$ cat config.mk
export PLATFORM = sky130hd
export DESIGN_NAME = interrupt_control_config
export DESIGN_NICKNAME = d
export VERILOG_FILES = /design/src/rtl/intc_cfg_pkg.sv /design/src/rtl/ext_edge_detect.sv /design/src/rtl/interrupt_control_config.sv
export VERILOG_INCLUDE_DIRS = /design/src /design/src/rtl
export SDC_FILE = /design/constraint.sdc
export NUM_CORES = 1
export LEC_CHECK = 0
export ABC_CLOCK_PERIOD_IN_PS = 9300
export CAP_MARGIN = 20
export CORE_UTILIZATION = 60
export CTS_CLUSTER_SIZE = 8
export DETAILED_ROUTE_END_ITERATION = 8
export DONT_BUFFER_PORTS = 1
export PLACE_DENSITY = 0.84
export RECOVER_POWER = 50
export SYNTH_ARGS = -nofsm -noshare
export SYNTH_HDL_FRONTEND = slang
export SYNTH_SLANG_ARGS = --single-unit
export TNS_END_PERCENT = 1
$ cat constraint.sdc
create_clock -name sys_clk -period 9.3 [get_ports sys_clk]
set_clock_uncertainty 0.1 [all_clocks]
set_input_delay 1.395 -clock sys_clk [delete_from_list [all_inputs] [get_ports sys_clk]]
set_output_delay 1.395 -clock sys_clk [all_outputs]
set_load 0.03 [all_outputs]
$ cat src/rtl/intc_cfg_regs.svh
// register offsets, field positions, reset values and constants
// Contract
// - vector mode bit 12 set selects multi-vectored dispatch per source
// - vector mode bit cleared selects single-vectored dispatch, one vector
// - threshold field bits 10..8 picks priorities that start proximity timer
// - threshold 000 disables the proximity timer completely
// - threshold 001 lets only priority 1 start the timer
// - threshold 010..111 lets priorities at or below value start timer
// - bit 4 sets edge of external input 4, 1 rising, 0 falling
// - bit 3 sets edge of external input 3, 1 rising, 0 falling
// - bit 2 sets edge of external input 2, 1 rising, 0 falling
// - bit 1 sets edge of external input 1, 1 rising, 0 falling
// - bit 0 sets edge of external input 0, 1 rising, 0 falling
// - bits 31..16, 15..13, 7..5 read zero, writes ignored
// - bit 11 reads zero
`ifndef INTC_CFG_REGS_SVH
`define INTC_CFG_REGS_SVH

`define OFS_CONTROL     8'h00
`define OFS_STATUS      8'h04
`define OFS_MASK        8'h08
`define OFS_PRIORITY    8'h0C
`define OFS_PROX_TIME   8'h10
`define OFS_VECTOR      8'h14

`define POS_VEC_MODE    12
`define POS_THRESH_HI   10
`define POS_THRESH_LO   8
`define POS_EDGE_HI     4
`define POS_EDGE_LO     0

`define RST_CONTROL     9'h000
`define RST_STATUS      6'h00
`define RST_MASK        6'h00
`define RST_PRIORITY    15'h0000
`define RST_PROX_TIME   16'h0010

`define POS_PROX_EVENT  5
`define THRESH_OFF      3'h0

`endif

$ cat src/rtl/intc_cfg_pkg.sv
// types shared by the interrupt configuration block
package intc_cfg_pkg;

	typedef struct packed {
		logic       vecMode;
		logic [2:0] proxThresh;
		logic [4:0] edgeSel;
	} ctrl_t;

	typedef struct packed {
		logic [7:0]  addr;
		logic [31:0] wrData;
		logic        wrStb;
		logic        rdStb;
	} bus_req_t;

	typedef enum logic [1:0] {
		PROX_IDLE = 2'b00,
		PROX_RUN  = 2'b01,
		PROX_DONE = 2'b10
	} prox_state_t;

endpackage

$ cat src/rtl/ext_edge_detect.sv
// pin synchroniser and polarity-selected edge detector
`timescale 1ns/1ps
module ext_edge_detect #(
	parameter int WIDTH = 5
) (
	// clock and reset
	input  wire logic             sys_clk,
	input  wire logic             rst,
	input  wire logic             ce,
	// pins and polarity
	input  wire logic [WIDTH-1:0] pinIn,
	input  wire logic [WIDTH-1:0] risingSel,
	// detected events
	output logic      [WIDTH-1:0] edgeEvt
);

	logic [WIDTH-1:0] sync1;
	logic [WIDTH-1:0] sync2;
	logic [WIDTH-1:0] sync3;
	logic [WIDTH-1:0] stable;
	logic [WIDTH-1:0] agreed;
	logic [WIDTH-1:0] changed;

	assign agreed  = ~(sync2 ^ sync3);
	assign changed = agreed & (sync3 ^ stable);

	always_ff @(posedge sys_clk or posedge rst) begin
		if (rst) begin
			sync1 <= '0;
			sync2 <= '0;
			sync3 <= '0;
		end else if (ce) begin
			sync1 <= pinIn;
			sync2 <= sync1;
			sync3 <= sync2;
		end
	end

	// filtered level and edge pulse of chosen polarity
	always_ff @(posedge sys_clk or posedge rst) begin
		if (rst) begin
			stable  <= '0;
			edgeEvt <= '0;
		end else if (ce) begin
			stable  <= stable ^ changed;
			edgeEvt <= changed & ~(sync3 ^ risingSel);
		end
	end

endmodule

$ cat src/rtl/interrupt_control_config.sv
// interrupt controller configuration, status and dispatch
//
// Chosen here: strobed register access and the placing of the registers.
`timescale 1ns/1ps
`include "intc_cfg_regs.svh"
module interrupt_control_config #(
	parameter int NUM_EXT   = 5,
	parameter int PRIO_W    = 3,
	parameter int PROX_W    = 16
) (
	// clock and reset
	input  wire logic                        sys_clk,
	input  wire logic                        rst,
	input  wire logic                        ce,
	// register port
	input  wire intc_cfg_pkg::bus_req_t      busReq,
	output logic      [31:0]                 rdData,
	// external interrupt pins
	input  wire logic [NUM_EXT-1:0]          extIrqPin,
	// towards the processor core
	output logic                             coreIrq,
	output logic      [7:0]                  coreVector,
	output logic                             vectorModeSelect,
	output logic                             proxTimerActive
);

	localparam int NSRC = NUM_EXT + 1;

	intc_cfg_pkg::ctrl_t        ctrl;
	intc_cfg_pkg::prox_state_t  proxState;
	intc_cfg_pkg::prox_state_t  next_proxState;
	logic [NSRC-1:0]            status;
	logic [NSRC-1:0]            mask;
	logic [NUM_EXT*PRIO_W-1:0]  groupPrio;
	logic [PROX_W-1:0]          proxTime;
	logic [PROX_W-1:0]          proxCount;
	logic [NUM_EXT-1:0]         edgeEvt;
	logic [NSRC-1:0]            events;
	logic [NSRC-1:0]            pending;
	logic [NUM_EXT-1:0]         qualify;
	logic [NUM_EXT-1:0]         held;
	logic [NSRC-1:0]            deliver;
	logic                       proxExpire;
	logic                       wrHit;
	logic                       rdStatus;
	logic [31:0]                next_rdData;
	logic [7:0]                 next_vector;
	logic [7:0]                 bestIdx;
	logic                       wrCtrl;
	logic                       wrMask;
	logic                       wrPrio;
	logic                       wrProx;
	logic [NSRC-1:0]            next_status;

	// group priority of one external source
	function automatic logic [PRIO_W-1:0] prioOf(
		input logic [NUM_EXT*PRIO_W-1:0] pr,
		input int                        idx
	);
		prioOf = pr[idx*PRIO_W +: PRIO_W];
	endfunction

	// threshold test for coalescing
	function automatic logic startsTimer(
		input logic [2:0]        thr,
		input logic [PRIO_W-1:0] p
	);
		logic r;
		r = 1'b0;
		if (thr == `THRESH_OFF) begin
			r = 1'b0;
		end else if (thr == 3'h1) begin
			r = (p == 3'h1);
		end else begin
			r = (p <= thr);
		end
		startsTimer = r;
	endfunction

	// register select decode
	function automatic logic isAddr(
		input logic [7:0] a,
		input logic [7:0] ofs
	);
		isAddr = (a == ofs);
	endfunction

	// synchronised edge events per pin
	ext_edge_detect #(
		.WIDTH(NUM_EXT)
	) i_ext_edge_detect (
		.sys_clk  (sys_clk),
		.rst      (rst),
		.ce       (ce),
		.pinIn    (extIrqPin),
		.risingSel(ctrl.edgeSel),
		.edgeEvt  (edgeEvt)
	);

	assign wrHit    = ce && busReq.wrStb;
	assign rdStatus = busReq.rdStb && isAddr(busReq.addr, `OFS_STATUS);
	assign pending  = status & mask;

	// event vector, proximity expiry above the pins
	always_comb begin
		events              = '0;
		events[NUM_EXT-1:0] = edgeEvt;
		events[NSRC-1]      = proxExpire;
	end

	// write enables per register
	always_comb begin
		wrCtrl = 1'b0;
		wrMask = 1'b0;
		wrPrio = 1'b0;
		wrProx = 1'b0;
		if (wrHit) begin
			wrCtrl = isAddr(busReq.addr, `OFS_CONTROL);
			wrMask = isAddr(busReq.addr, `OFS_MASK);
			wrPrio = isAddr(busReq.addr, `OFS_PRIORITY);
			wrProx = isAddr(busReq.addr, `OFS_PROX_TIME);
		end
	end

	// control register, unimplemented bits never stored
	always_ff @(posedge sys_clk or posedge rst) begin
		if (rst) begin
			ctrl <= `RST_CONTROL;
		end else if (wrCtrl) begin
			ctrl.vecMode    <= busReq.wrData[`POS_VEC_MODE];
			ctrl.proxThresh <= busReq.wrData[`POS_THRESH_HI:`POS_THRESH_LO];
			ctrl.edgeSel    <= busReq.wrData[`POS_EDGE_HI:`POS_EDGE_LO];
		end
	end

	// mask register
	always_ff @(posedge sys_clk or posedge rst) begin
		if (rst) begin
			mask <= `RST_MASK;
		end else if (wrMask) begin
			mask <= busReq.wrData[NSRC-1:0];
		end
	end

	// priority register
	always_ff @(posedge sys_clk or posedge rst) begin
		if (rst) begin
			groupPrio <= `RST_PRIORITY;
		end else if (wrPrio) begin
			groupPrio <= busReq.wrData[NUM_EXT*PRIO_W-1:0];
		end
	end

	// proximity reload register
	always_ff @(posedge sys_clk or posedge rst) begin
		if (rst) begin
			proxTime <= `RST_PROX_TIME;
		end else if (wrProx) begin
			proxTime <= busReq.wrData[PROX_W-1:0];
		end
	end

	// read clears, an event in the same cycle wins
	always_comb begin
		next_status = rdStatus ? '0 : status;
		next_status = next_status | events;
	end

	// sticky status register
	always_ff @(posedge sys_clk or posedge rst) begin
		if (rst) begin
			status <= `RST_STATUS;
		end else if (ce) begin
			status <= next_status;
		end
	end

	// which pending sources the timer may hold back
	always_comb begin
		qualify = '0;
		for (int i = 0; i < NUM_EXT; i++) begin
			qualify[i] = pending[i] &&
				startsTimer(ctrl.proxThresh, prioOf(groupPrio, i));
		end
	end

	// qualifying sources wait until the timer expires
	always_comb begin
		if (proxState == intc_cfg_pkg::PROX_DONE) begin
			held = '0;
		end else begin
			held = qualify;
		end
		deliver = pending & ~{1'b0, held};
	end

	// proximity timer state
	always_comb begin
		next_proxState = proxState;
		case (proxState)
			intc_cfg_pkg::PROX_IDLE: begin
				if (|qualify) begin
					next_proxState = intc_cfg_pkg::PROX_RUN;
				end
			end
			intc_cfg_pkg::PROX_RUN: begin
				if (ctrl.proxThresh == `THRESH_OFF) begin
					next_proxState = intc_cfg_pkg::PROX_IDLE;
				end else if (proxCount == '0) begin
					next_proxState = intc_cfg_pkg::PROX_DONE;
				end
			end
			intc_cfg_pkg::PROX_DONE: begin
				if (~|qualify) begin
					next_proxState = intc_cfg_pkg::PROX_IDLE;
				end
			end
			default: begin
				next_proxState = intc_cfg_pkg::PROX_IDLE;
			end
		endcase
	end

	assign proxExpire = (proxState == intc_cfg_pkg::PROX_RUN) &&
		(next_proxState == intc_cfg_pkg::PROX_DONE);

	always_ff @(posedge sys_clk or posedge rst) begin
		if (rst) begin
			proxState <= intc_cfg_pkg::PROX_IDLE;
		end else if (ce) begin
			proxState <= next_proxState;
		end
	end

	// proximity down counter
	always_ff @(posedge sys_clk or posedge rst) begin
		if (rst) begin
			proxCount <= '0;
		end else if (ce) begin
			if (proxState != intc_cfg_pkg::PROX_RUN) begin
				proxCount <= proxTime;
			end else if (proxCount != '0) begin
				proxCount <= proxCount - 1'b1;
			end
		end
	end

	// highest group priority deliverable source, lowest index on ties
	always_comb begin
		logic [PRIO_W-1:0] bestPr;
		logic              found;
		bestPr  = '0;
		found   = 1'b0;
		bestIdx = '0;
		for (int i = 0; i < NUM_EXT; i++) begin
			if (deliver[i] && (!found || prioOf(groupPrio, i) > bestPr)) begin
				bestPr  = prioOf(groupPrio, i);
				bestIdx = 8'(i);
				found   = 1'b1;
			end
		end
		if (!found && deliver[NSRC-1]) begin
			bestIdx = 8'(NSRC-1);
		end
	end

	// vector number per source or shared
	always_comb begin
		if (ctrl.vecMode) begin
			next_vector = bestIdx + 8'h01;
		end else begin
			next_vector = 8'h00;
		end
	end

	// request towards the core
	always_ff @(posedge sys_clk or posedge rst) begin
		if (rst) begin
			coreIrq <= 1'b0;
		end else if (ce) begin
			coreIrq <= |deliver;
		end
	end

	// vector towards the core
	always_ff @(posedge sys_clk or posedge rst) begin
		if (rst) begin
			coreVector <= 8'h00;
		end else if (ce) begin
			coreVector <= next_vector;
		end
	end

	// copy of the vector mode bit
	always_ff @(posedge sys_clk or posedge rst) begin
		if (rst) begin
			vectorModeSelect <= 1'b0;
		end else if (ce) begin
			vectorModeSelect <= ctrl.vecMode;
		end
	end

	// timer running flag
	always_ff @(posedge sys_clk or posedge rst) begin
		if (rst) begin
			proxTimerActive <= 1'b0;
		end else if (ce) begin
			proxTimerActive <= (proxState == intc_cfg_pkg::PROX_RUN);
		end
	end

	// read data mux, unused bits zero
	always_comb begin
		next_rdData = 32'h0000_0000;
		case (busReq.addr)
			`OFS_CONTROL: begin
				next_rdData[`POS_VEC_MODE] = ctrl.vecMode;
				next_rdData[`POS_THRESH_HI:`POS_THRESH_LO] =
					ctrl.proxThresh;
				next_rdData[`POS_EDGE_HI:`POS_EDGE_LO] = ctrl.edgeSel;
			end
			`OFS_STATUS: begin
				next_rdData[NSRC-1:0] = status;
			end
			`OFS_MASK: begin
				next_rdData[NSRC-1:0] = mask;
			end
			`OFS_PRIORITY: begin
				next_rdData[NUM_EXT*PRIO_W-1:0] = groupPrio;
			end
			`OFS_PROX_TIME: begin
				next_rdData[PROX_W-1:0] = proxTime;
			end
			`OFS_VECTOR: begin
				next_rdData[7:0] = coreVector;
			end
			default: begin
				next_rdData = 32'h0000_0000;
			end
		endcase
	end

	always_ff @(posedge sys_clk or posedge rst) begin
		if (rst) begin
			rdData <= 32'h0000_0000;
		end else if (ce) begin
			rdData <= busReq.rdStb ? next_rdData : 32'h0000_0000;
		end
	end

endmodule

== Word-level counts from Yosys, hierarchy flattened ==
Cells that the tools add are included.

* Bits in registers: 138
* Bits in latches: 0
* Memory bits (writable): 0
* ROM bits: 0
* Input bits: 50
* Output and inout bits: 43
* Logic and storage cells: 135
* Memories kept: 0

* $add $sub $neg: 2
* $mul: 0
* Div/mod/pow operators: 0
* Magnitude comparators: 9
* Equal/unequal tests: 15
* Shift operators: 0
* Muxes and demuxes: 47
* Bitwise operators: 12
* Reductions and logical operators: 31

{| class="wikitable"
|+ Operators by type and width
! operator !! number
|-
| two-way mux 16 bit || 3
|-
| two-way mux 8 bit || 5
|-
| one-hot mux 5 bit (6 select lines) || 1
|-
| two-way mux 1 bit || 21
|-
| bitwise XOR 5 bit || 4
|-
| equality test 3 x 1 -> 1 bit (second input constant) || 6
|-
| equality test 8 x 4 -> 1 bit (second input constant) || 2
|-
| equality test 8 x 5 -> 1 bit (second input constant) || 2
|-
| logical NOT 16 bit || 1
|-
| nonzero test 16 bit || 1
|-
| subtractor 16 x 1 -> 16 bit (second input constant) || 1
|-
| <= comparator 3 bit || 5
|-
| logical AND 1 bit || 13
|-
| AND 6 bit || 2
|-
| greater-than comparator 3 bit || 4
|-
| two-way mux 3 bit || 4
|-
| one-hot mux 2 bit (3 select lines) || 2
|-
| AND 5 bit || 2
|-
| NOT 5 bit || 2
|-
| one-hot mux 3 bit (3 select lines) || 1
|-
| adder 8 x 1 -> 8 bit (second input constant) || 1
|-
| equality test 8 x 3 -> 1 bit (second input constant) || 1
|-
| logical NOT 8 bit || 1
|-
| two-way mux 2 bit || 4
|-
| other kinds (19) || 27
|}

== Logic depth before layout (Yosys ltp) ==
* Depth after elaboration: 29
* Depth in mapped cells: 40
* Mapped depth without buffers: 39

== Cells and area by module ==
From an unflattened synthesis, not the netlist that was laid out.

* Cell total of the unflattened synthesis: 633
* Area total of the unflattened synthesis: 6616.3 µm²

{| class="wikitable"
|+ Modules (own cells, without submodules)
! module !! times used !! cells an instance !! area each (µm²) !! seq. area each (µm²)
|-
| interrupt_control_config || 1 || 543 || 5545.3 || 2328.5
|-
| ext_edge_detect || 1 || 90 || 1071.0 || 625.6
|}

== Least setup slack after synthesis ==
OpenSTA, ideal clock, no wires.

* Path type: reg-to-reg
* From: reg ctrl[6] (netlist name)
* To: reg coreVector[2]
* Setup time: 0.069 ns
* Arrival: 6.488 ns
* Data required time: 9.131 ns
* Setup slack: 2.643 ns
* Cell stages (with the launch flop): 36
* Path buffers: 1
* Clock period less this slack: 6.657 ns
* Cell sequence: dfrtp_1 -> clkbuf_1 -> inv_1 -> ha_1 -> a31oi_1 -> a21o_1 -> nand3_1 -> ha_1 -> nor2b_1 -> o21a_1 -> o21ai_0 -> nor3b_1 -> o22ai_1 -> inv_1 -> ha_1 -> a21o_1 -> a21oi_1 -> a31oi_1 -> o21a_1 -> mux2i_1 -> ha_1 -> a21o_1 -> a21oi_1 -> a31oi_1 -> o21bai_1 -> mux2_1 -> ha_1 -> a21o_1 -> a21oi_1 -> a31oi_1 -> a21oi_1 -> o2bb2ai_1 -> nand2_1 -> ha_1 -> or4_1 -> nand3_1

* Cells in the longest elaborated chain, start to end: 29
* Elaborated cells between the ends (all ways): 59
* Classes of those cells: 1 x add/sub; 9 x order compare; 1 x eq/ne; 26 x mux; 2 x bitwise; 20 x reduce/logical

{| class="wikitable"
|+ RTL lines
! what !! RTL line !! source
|-
| from (decl) || interrupt_control_config.sv:29 || <nowiki>intc_cfg_pkg::ctrl_t ctrl;</nowiki>
|-
| from (signal assigned) || interrupt_control_config.sv:128 || <nowiki>ctrl <= `RST_CONTROL;</nowiki>
|-
| <= comparator 3 bit / equality test 3 x 1 -> 1 bit (equally long branches) || interrupt_control_config.sv:75, interrupt_control_config.sv:72 ||
|-
| two-way mux 1 bit || interrupt_control_config.sv:72 || <nowiki>end else if (thr == 3'h1) begin</nowiki>
|-
| two-way mux 1 bit || interrupt_control_config.sv:70 || <nowiki>if (thr == `THRESH_OFF) begin</nowiki>
|-
| logical AND 1 bit || interrupt_control_config.sv:182 || <nowiki>qualify[i] = pending[i] &&</nowiki>
|-
| two-way mux 5 bit * || interrupt_control_config.sv:189 || <nowiki>if (proxState == intc_cfg_pkg::PROX_DONE) begin</nowiki>
|-
| NOT 5 -> 6 bit * || interrupt_control_config.sv:194 || <nowiki>deliver = pending & ~{1'b0, held};</nowiki>
|-
| AND 6 bit * || interrupt_control_config.sv:194 ||
|-
| two-way mux 3 bit / two-way mux 1 bit (equally long branches) || interrupt_control_config.sv:256 || <nowiki>if (deliver[i] && (!found || prioOf(groupPrio, i) > bestPr)) begin</nowiki>
|-
| (+13 left out) || n/a ||
|-
| logical OR 1 bit || interrupt_control_config.sv:256 ||
|-
| logical AND 1 bit || interrupt_control_config.sv:256 ||
|-
| two-way mux 1 bit || interrupt_control_config.sv:256 ||
|-
| logical NOT 1 bit || interrupt_control_config.sv:262 || <nowiki>if (!found && deliver[NSRC-1]) begin</nowiki>
|-
| logical AND 1 bit || interrupt_control_config.sv:262 ||
|-
| two-way mux 8 bit * || interrupt_control_config.sv:262 ||
|-
| adder 8 x 1 -> 8 bit * || interrupt_control_config.sv:270 || <nowiki>next_vector = bestIdx + 8'h01;</nowiki>
|-
| two-way mux 8 bit * || interrupt_control_config.sv:269 || <nowiki>if (ctrl.vecMode) begin</nowiki>
|-
| to (signal assigned) || interrupt_control_config.sv:290 || <nowiki>coreVector <= next_vector;</nowiki>
|-
| to (decl) || interrupt_control_config.sv:22 || <nowiki>output logic [7:0] coreVector,</nowiki>
|}

Mark *: on every way between the ends. The rest lies on a longest branch, timed or not.
A chain may end at the register's enable or synchronous reset.

== Worst setup path after layout ==
* From: reg ctrl[7] (netlist name)
* To: reg coreVector[2]

Same word-level chain as after synthesis.

==> results.toml <==
[power]
power_density_nw_per_um2 = 191
ir_drop_v = 0.000119
p_leak_nw = 3.12
finalPower_mw = 1.36

[yosys]
ys_seq_elements = 118
netlist_instances = 640
async_flop_share = 1.00
synthTopCellsByArea = "dfrtp_1, mux2_2, ha_1, a21oi_1, inv_1"
synth_flop_cell = "dfrtp_1"
yosys.area.top_type = "dfrtp_1"
synth_area_per_cell_um2 = 10.2
yosysWarnings = 0
netlist.area_leader.share = 0.448
synth_cell_types = 63
syn_area_um2 = 6530
synth_edf_count = 0
ys_seq_area_frac = 0.452

[critical_path]
cpMaxStageDelayCell = "or4_1"
end_kind = "flip-flop"
crit_type = "flip-flop to flip-flop"
cp_max_fo = 9
r2r_cells = 34
crit-reg2reg-launch = "ctrl[7]$_DFFE_PP0P_"
critical_path.endpoint = "coreVector[2]$_DFFE_PP0P_"
cp-startpoint = "ctrl[7]$_DFFE_PP0P_"
reg2reg_slack_ns = 1.58
cp_slowest_stage_delay_ns = 0.53
r2r-end = "coreVector[2]$_DFFE_PP0P_"
worst_ep_required_time_ns = 9.67
crit_top_cell = "ha_1"
worstPathArrival_ns = 8.09
startpoint_type = "flip-flop"

[route]
wl_mm = 15.8
dr.pass1.iters = 5
ant_nets = 0
first_iter_violations = 522
viasPerCell = 6.62
wl_per_cell_um = 20.2
vias = 5175
drcViolationCount = 0

[timing]
fin_setup_tns_ns = 0
period_minus_slack_ns = 7.72
rsz0062_at_grt = "no"
finalHoldViolCount = 0
slew_violations = 121
finalCritPeriodShare = 0.830
relSlewSlack = -1.71
worstMarginPinSlew_ns = 4.07
finalSetupViolCount = 0
max_freq_mhz = 130

[grt]
grt_pass1_vias = 5007
grt_start_max_net_pins = 87
grt_first_pass_wirelength_mm = 25.2
grt-ovfl-total = 0
antenna_found_initial = 0
track_usage = 0.291

[place]
placed_area_um2 = 6540
numPortBuffers = 0
gp_congestion = 0.952
dp_hpwl_mm = 10.7

[die]
die_h_um = 106
fp-row-count = 37
core_area_um2 = 10400
start_util = 0.627
die_area_um2 = 11300
die_x_um = 106
io_pins = 93

[cts]
htreeDepth = 4
cts_sinks = 118
clk_latency_ns = 0.53
postCtsSetupBuffers = 0
tritoncts = "yes"
clock_tree.root_cell = "clkbuf_8"
clock_path_buffers = 2
ctsResizeCount = 0
cts_made_buffers = 17
clk_pin_slew_ns = 0.06
hold_buffers = 0

[final_layout]
areaGrowthSynthToFinish_pct = 9.16
design_area_um2 = 7130
final_layout_size_suffix_gt1_frac = 0.158
n_antenna_cell = 0
layout.nets = 712
fillerInstances = 736

[flow_run]
cap_violations = 2

[worst_hold_path]
hp-class = "flip-flop to flip-flop"
hold_path.startpoint = "i_ext_edge_detect.sync1[0]$_DFFE_PP0P_"

[run_status]
violations = "max-capacitance violations, max-slew violations"
outcome = "finished with violations"
==> stage by stage <==
stage	hold WS, ns	instances	setup slack [ns]	utilization
after CTS	0.406	782	1.67	0.685
after global placement	0.383	750	2.01	0.628
after detailed placement	0.393	750	1.75	0.628
final	0.403	782	1.58	0.684
after floorplan	0.369	659	2.64	-
after global routing	0.425	782	1.11	0.684
==> worst max-delay path: cells and delay by family (launching register included) <==
| kind | cells | cell delay, ns |
|---|---|---|
| buffers and inverters | 2 | 0.31 |
| AO/OA/AOI/OAI | 18 | 3.20 |
| multiplexers | 2 | 0.64 |
| flip-flops | 1 | 0.52 |
| adder cells (fa/ha/maj) | 6 | 1.79 |
| AND/OR/NAND/NOR | 6 | 1.10 |
==> how the worst min path moves through the flow <==
stage / end / slack, ns / depth (start not counted)
after CTS: i_ext_edge_detect.sync1[0]$_DFFE_PP0P_ / 0.41 / 1
after floorplan: status[5]$_DFFE_PP0P_ / 0.37 / 2
final: i_ext_edge_detect.sync1[0]$_DFFE_PP0P_ / 0.40 / 1
after detailed placement: i_ext_edge_detect.sync1[0]$_DFFE_PP0P_ / 0.39 / 1
after global routing: i_ext_edge_detect.sync1[2]$_DFFE_PP0P_ / 0.43 / 1
after global placement: i_ext_edge_detect.sync2[1]$_DFFE_PP0P_ / 0.38 / 1
==> flip-flops by register name, summed over array words and instances (netlist names), named ones only <==
signal	count
vectorModeSelect	1
i_ext_edge_detect.sync2	5
ctrl	9
i_ext_edge_detect.edgeEvt	5
proxCount	16
coreIrq	1
status	6
i_ext_edge_detect.sync1	5
mask	6
groupPrio	15
proxTime	16
coreVector	4
proxTimerActive	1
proxState	2
rdData	16
i_ext_edge_detect.sync3	5
==> layout make-up <==
type,count,area (um2),share of cell area
inverter,42,159,0.0223
clock inverter,9,150,0.0211
sequential,118,2950,0.414
tap,136,170,0.0239
clock buffer,23,447,0.0627
timing repair buffer,2,11.3,0.00158
multi-input combinational,452,3240,0.454
==> power by group <==
group          internal (mW)  leakage, nW  switching, mW  total, mW
logic                 0.0492         1.28         0.0674      0.117
registers              0.543         1.56         0.0317      0.574
clock network          0.441        0.286          0.227      0.668
total                   1.03         3.12          0.326       1.36
==> layer usage <==
metal,routed length [um],up-vias,GRT usage
met5,0,-,0
met4,551,0,0.138
met3,1240,62,0.0687
met2,7670,256,0.474
met1,6350,2540,0.367
li1,-,2317,-
==> cell usage in the layout, fill, tap and decap left out, types with 7 or more instances in the layout <==
cell type / netlist / final
mux2i_1: 12 / 12
nand2b_1: 8 / 8
a21oi_1: 36 / 36
nand4b_1: 7 / 7
nor2_1: 32 / 32
nor3_1: 16 / 16
o22ai_1: 24 / 24
nand3_1: 19 / 19
nand2_1: 35 / 35
mux2_2: 62 / 62
ha_1: 29 / 29
a22oi_1: 10 / 10
inv_1: 42 / 41
clkbuf_16: 0 / 16
conb_1: 1 / 20
a31oi_1: 16 / 16
dfrtp_1: 117 / 117
o21ai_0: 29 / 29
==> synthesized netlist by cell type (all sizes together), types with 2 or more instances <==
library cell,count
dfrtp,117
mux2,66
inv,42
a21oi,36
nand2,35
nor2,32
ha,29
o21ai,29
clkbuf,25
o22ai,24
buf,22
nand3,19
a31oi,16
nor3,16
mux2i,12
a22oi,10
nand2b,8
nand4b,7
a221oi,6
and3,6
a21o,5
a222oi,5
a22o,5
o21a,5
or3,5
or4b,5
and2,4
nor2b,4
nor3b,4
o211ai,4
a211o,3
nand4,3
nor4,3
o311ai,3
or3b,3
nand3b,2
==> logic make-up (layout without fill, tap and decap cells) <==
logic type,Yosys count,in the layout,synth area share
AOI/OAI and AO/OA,162,162,0.161
muxes,78,78,0.132
xor gates and xnor gates,1,1,0.00134
buffers and inverters,89,76,0.0628
adders and majority gates,29,29,0.0556
and+or+nand+nor,162,162,0.134
DFF,118,118,0.452
other,1,20,0.000574
Note: power is estimated with default switching activity, not from simulation.
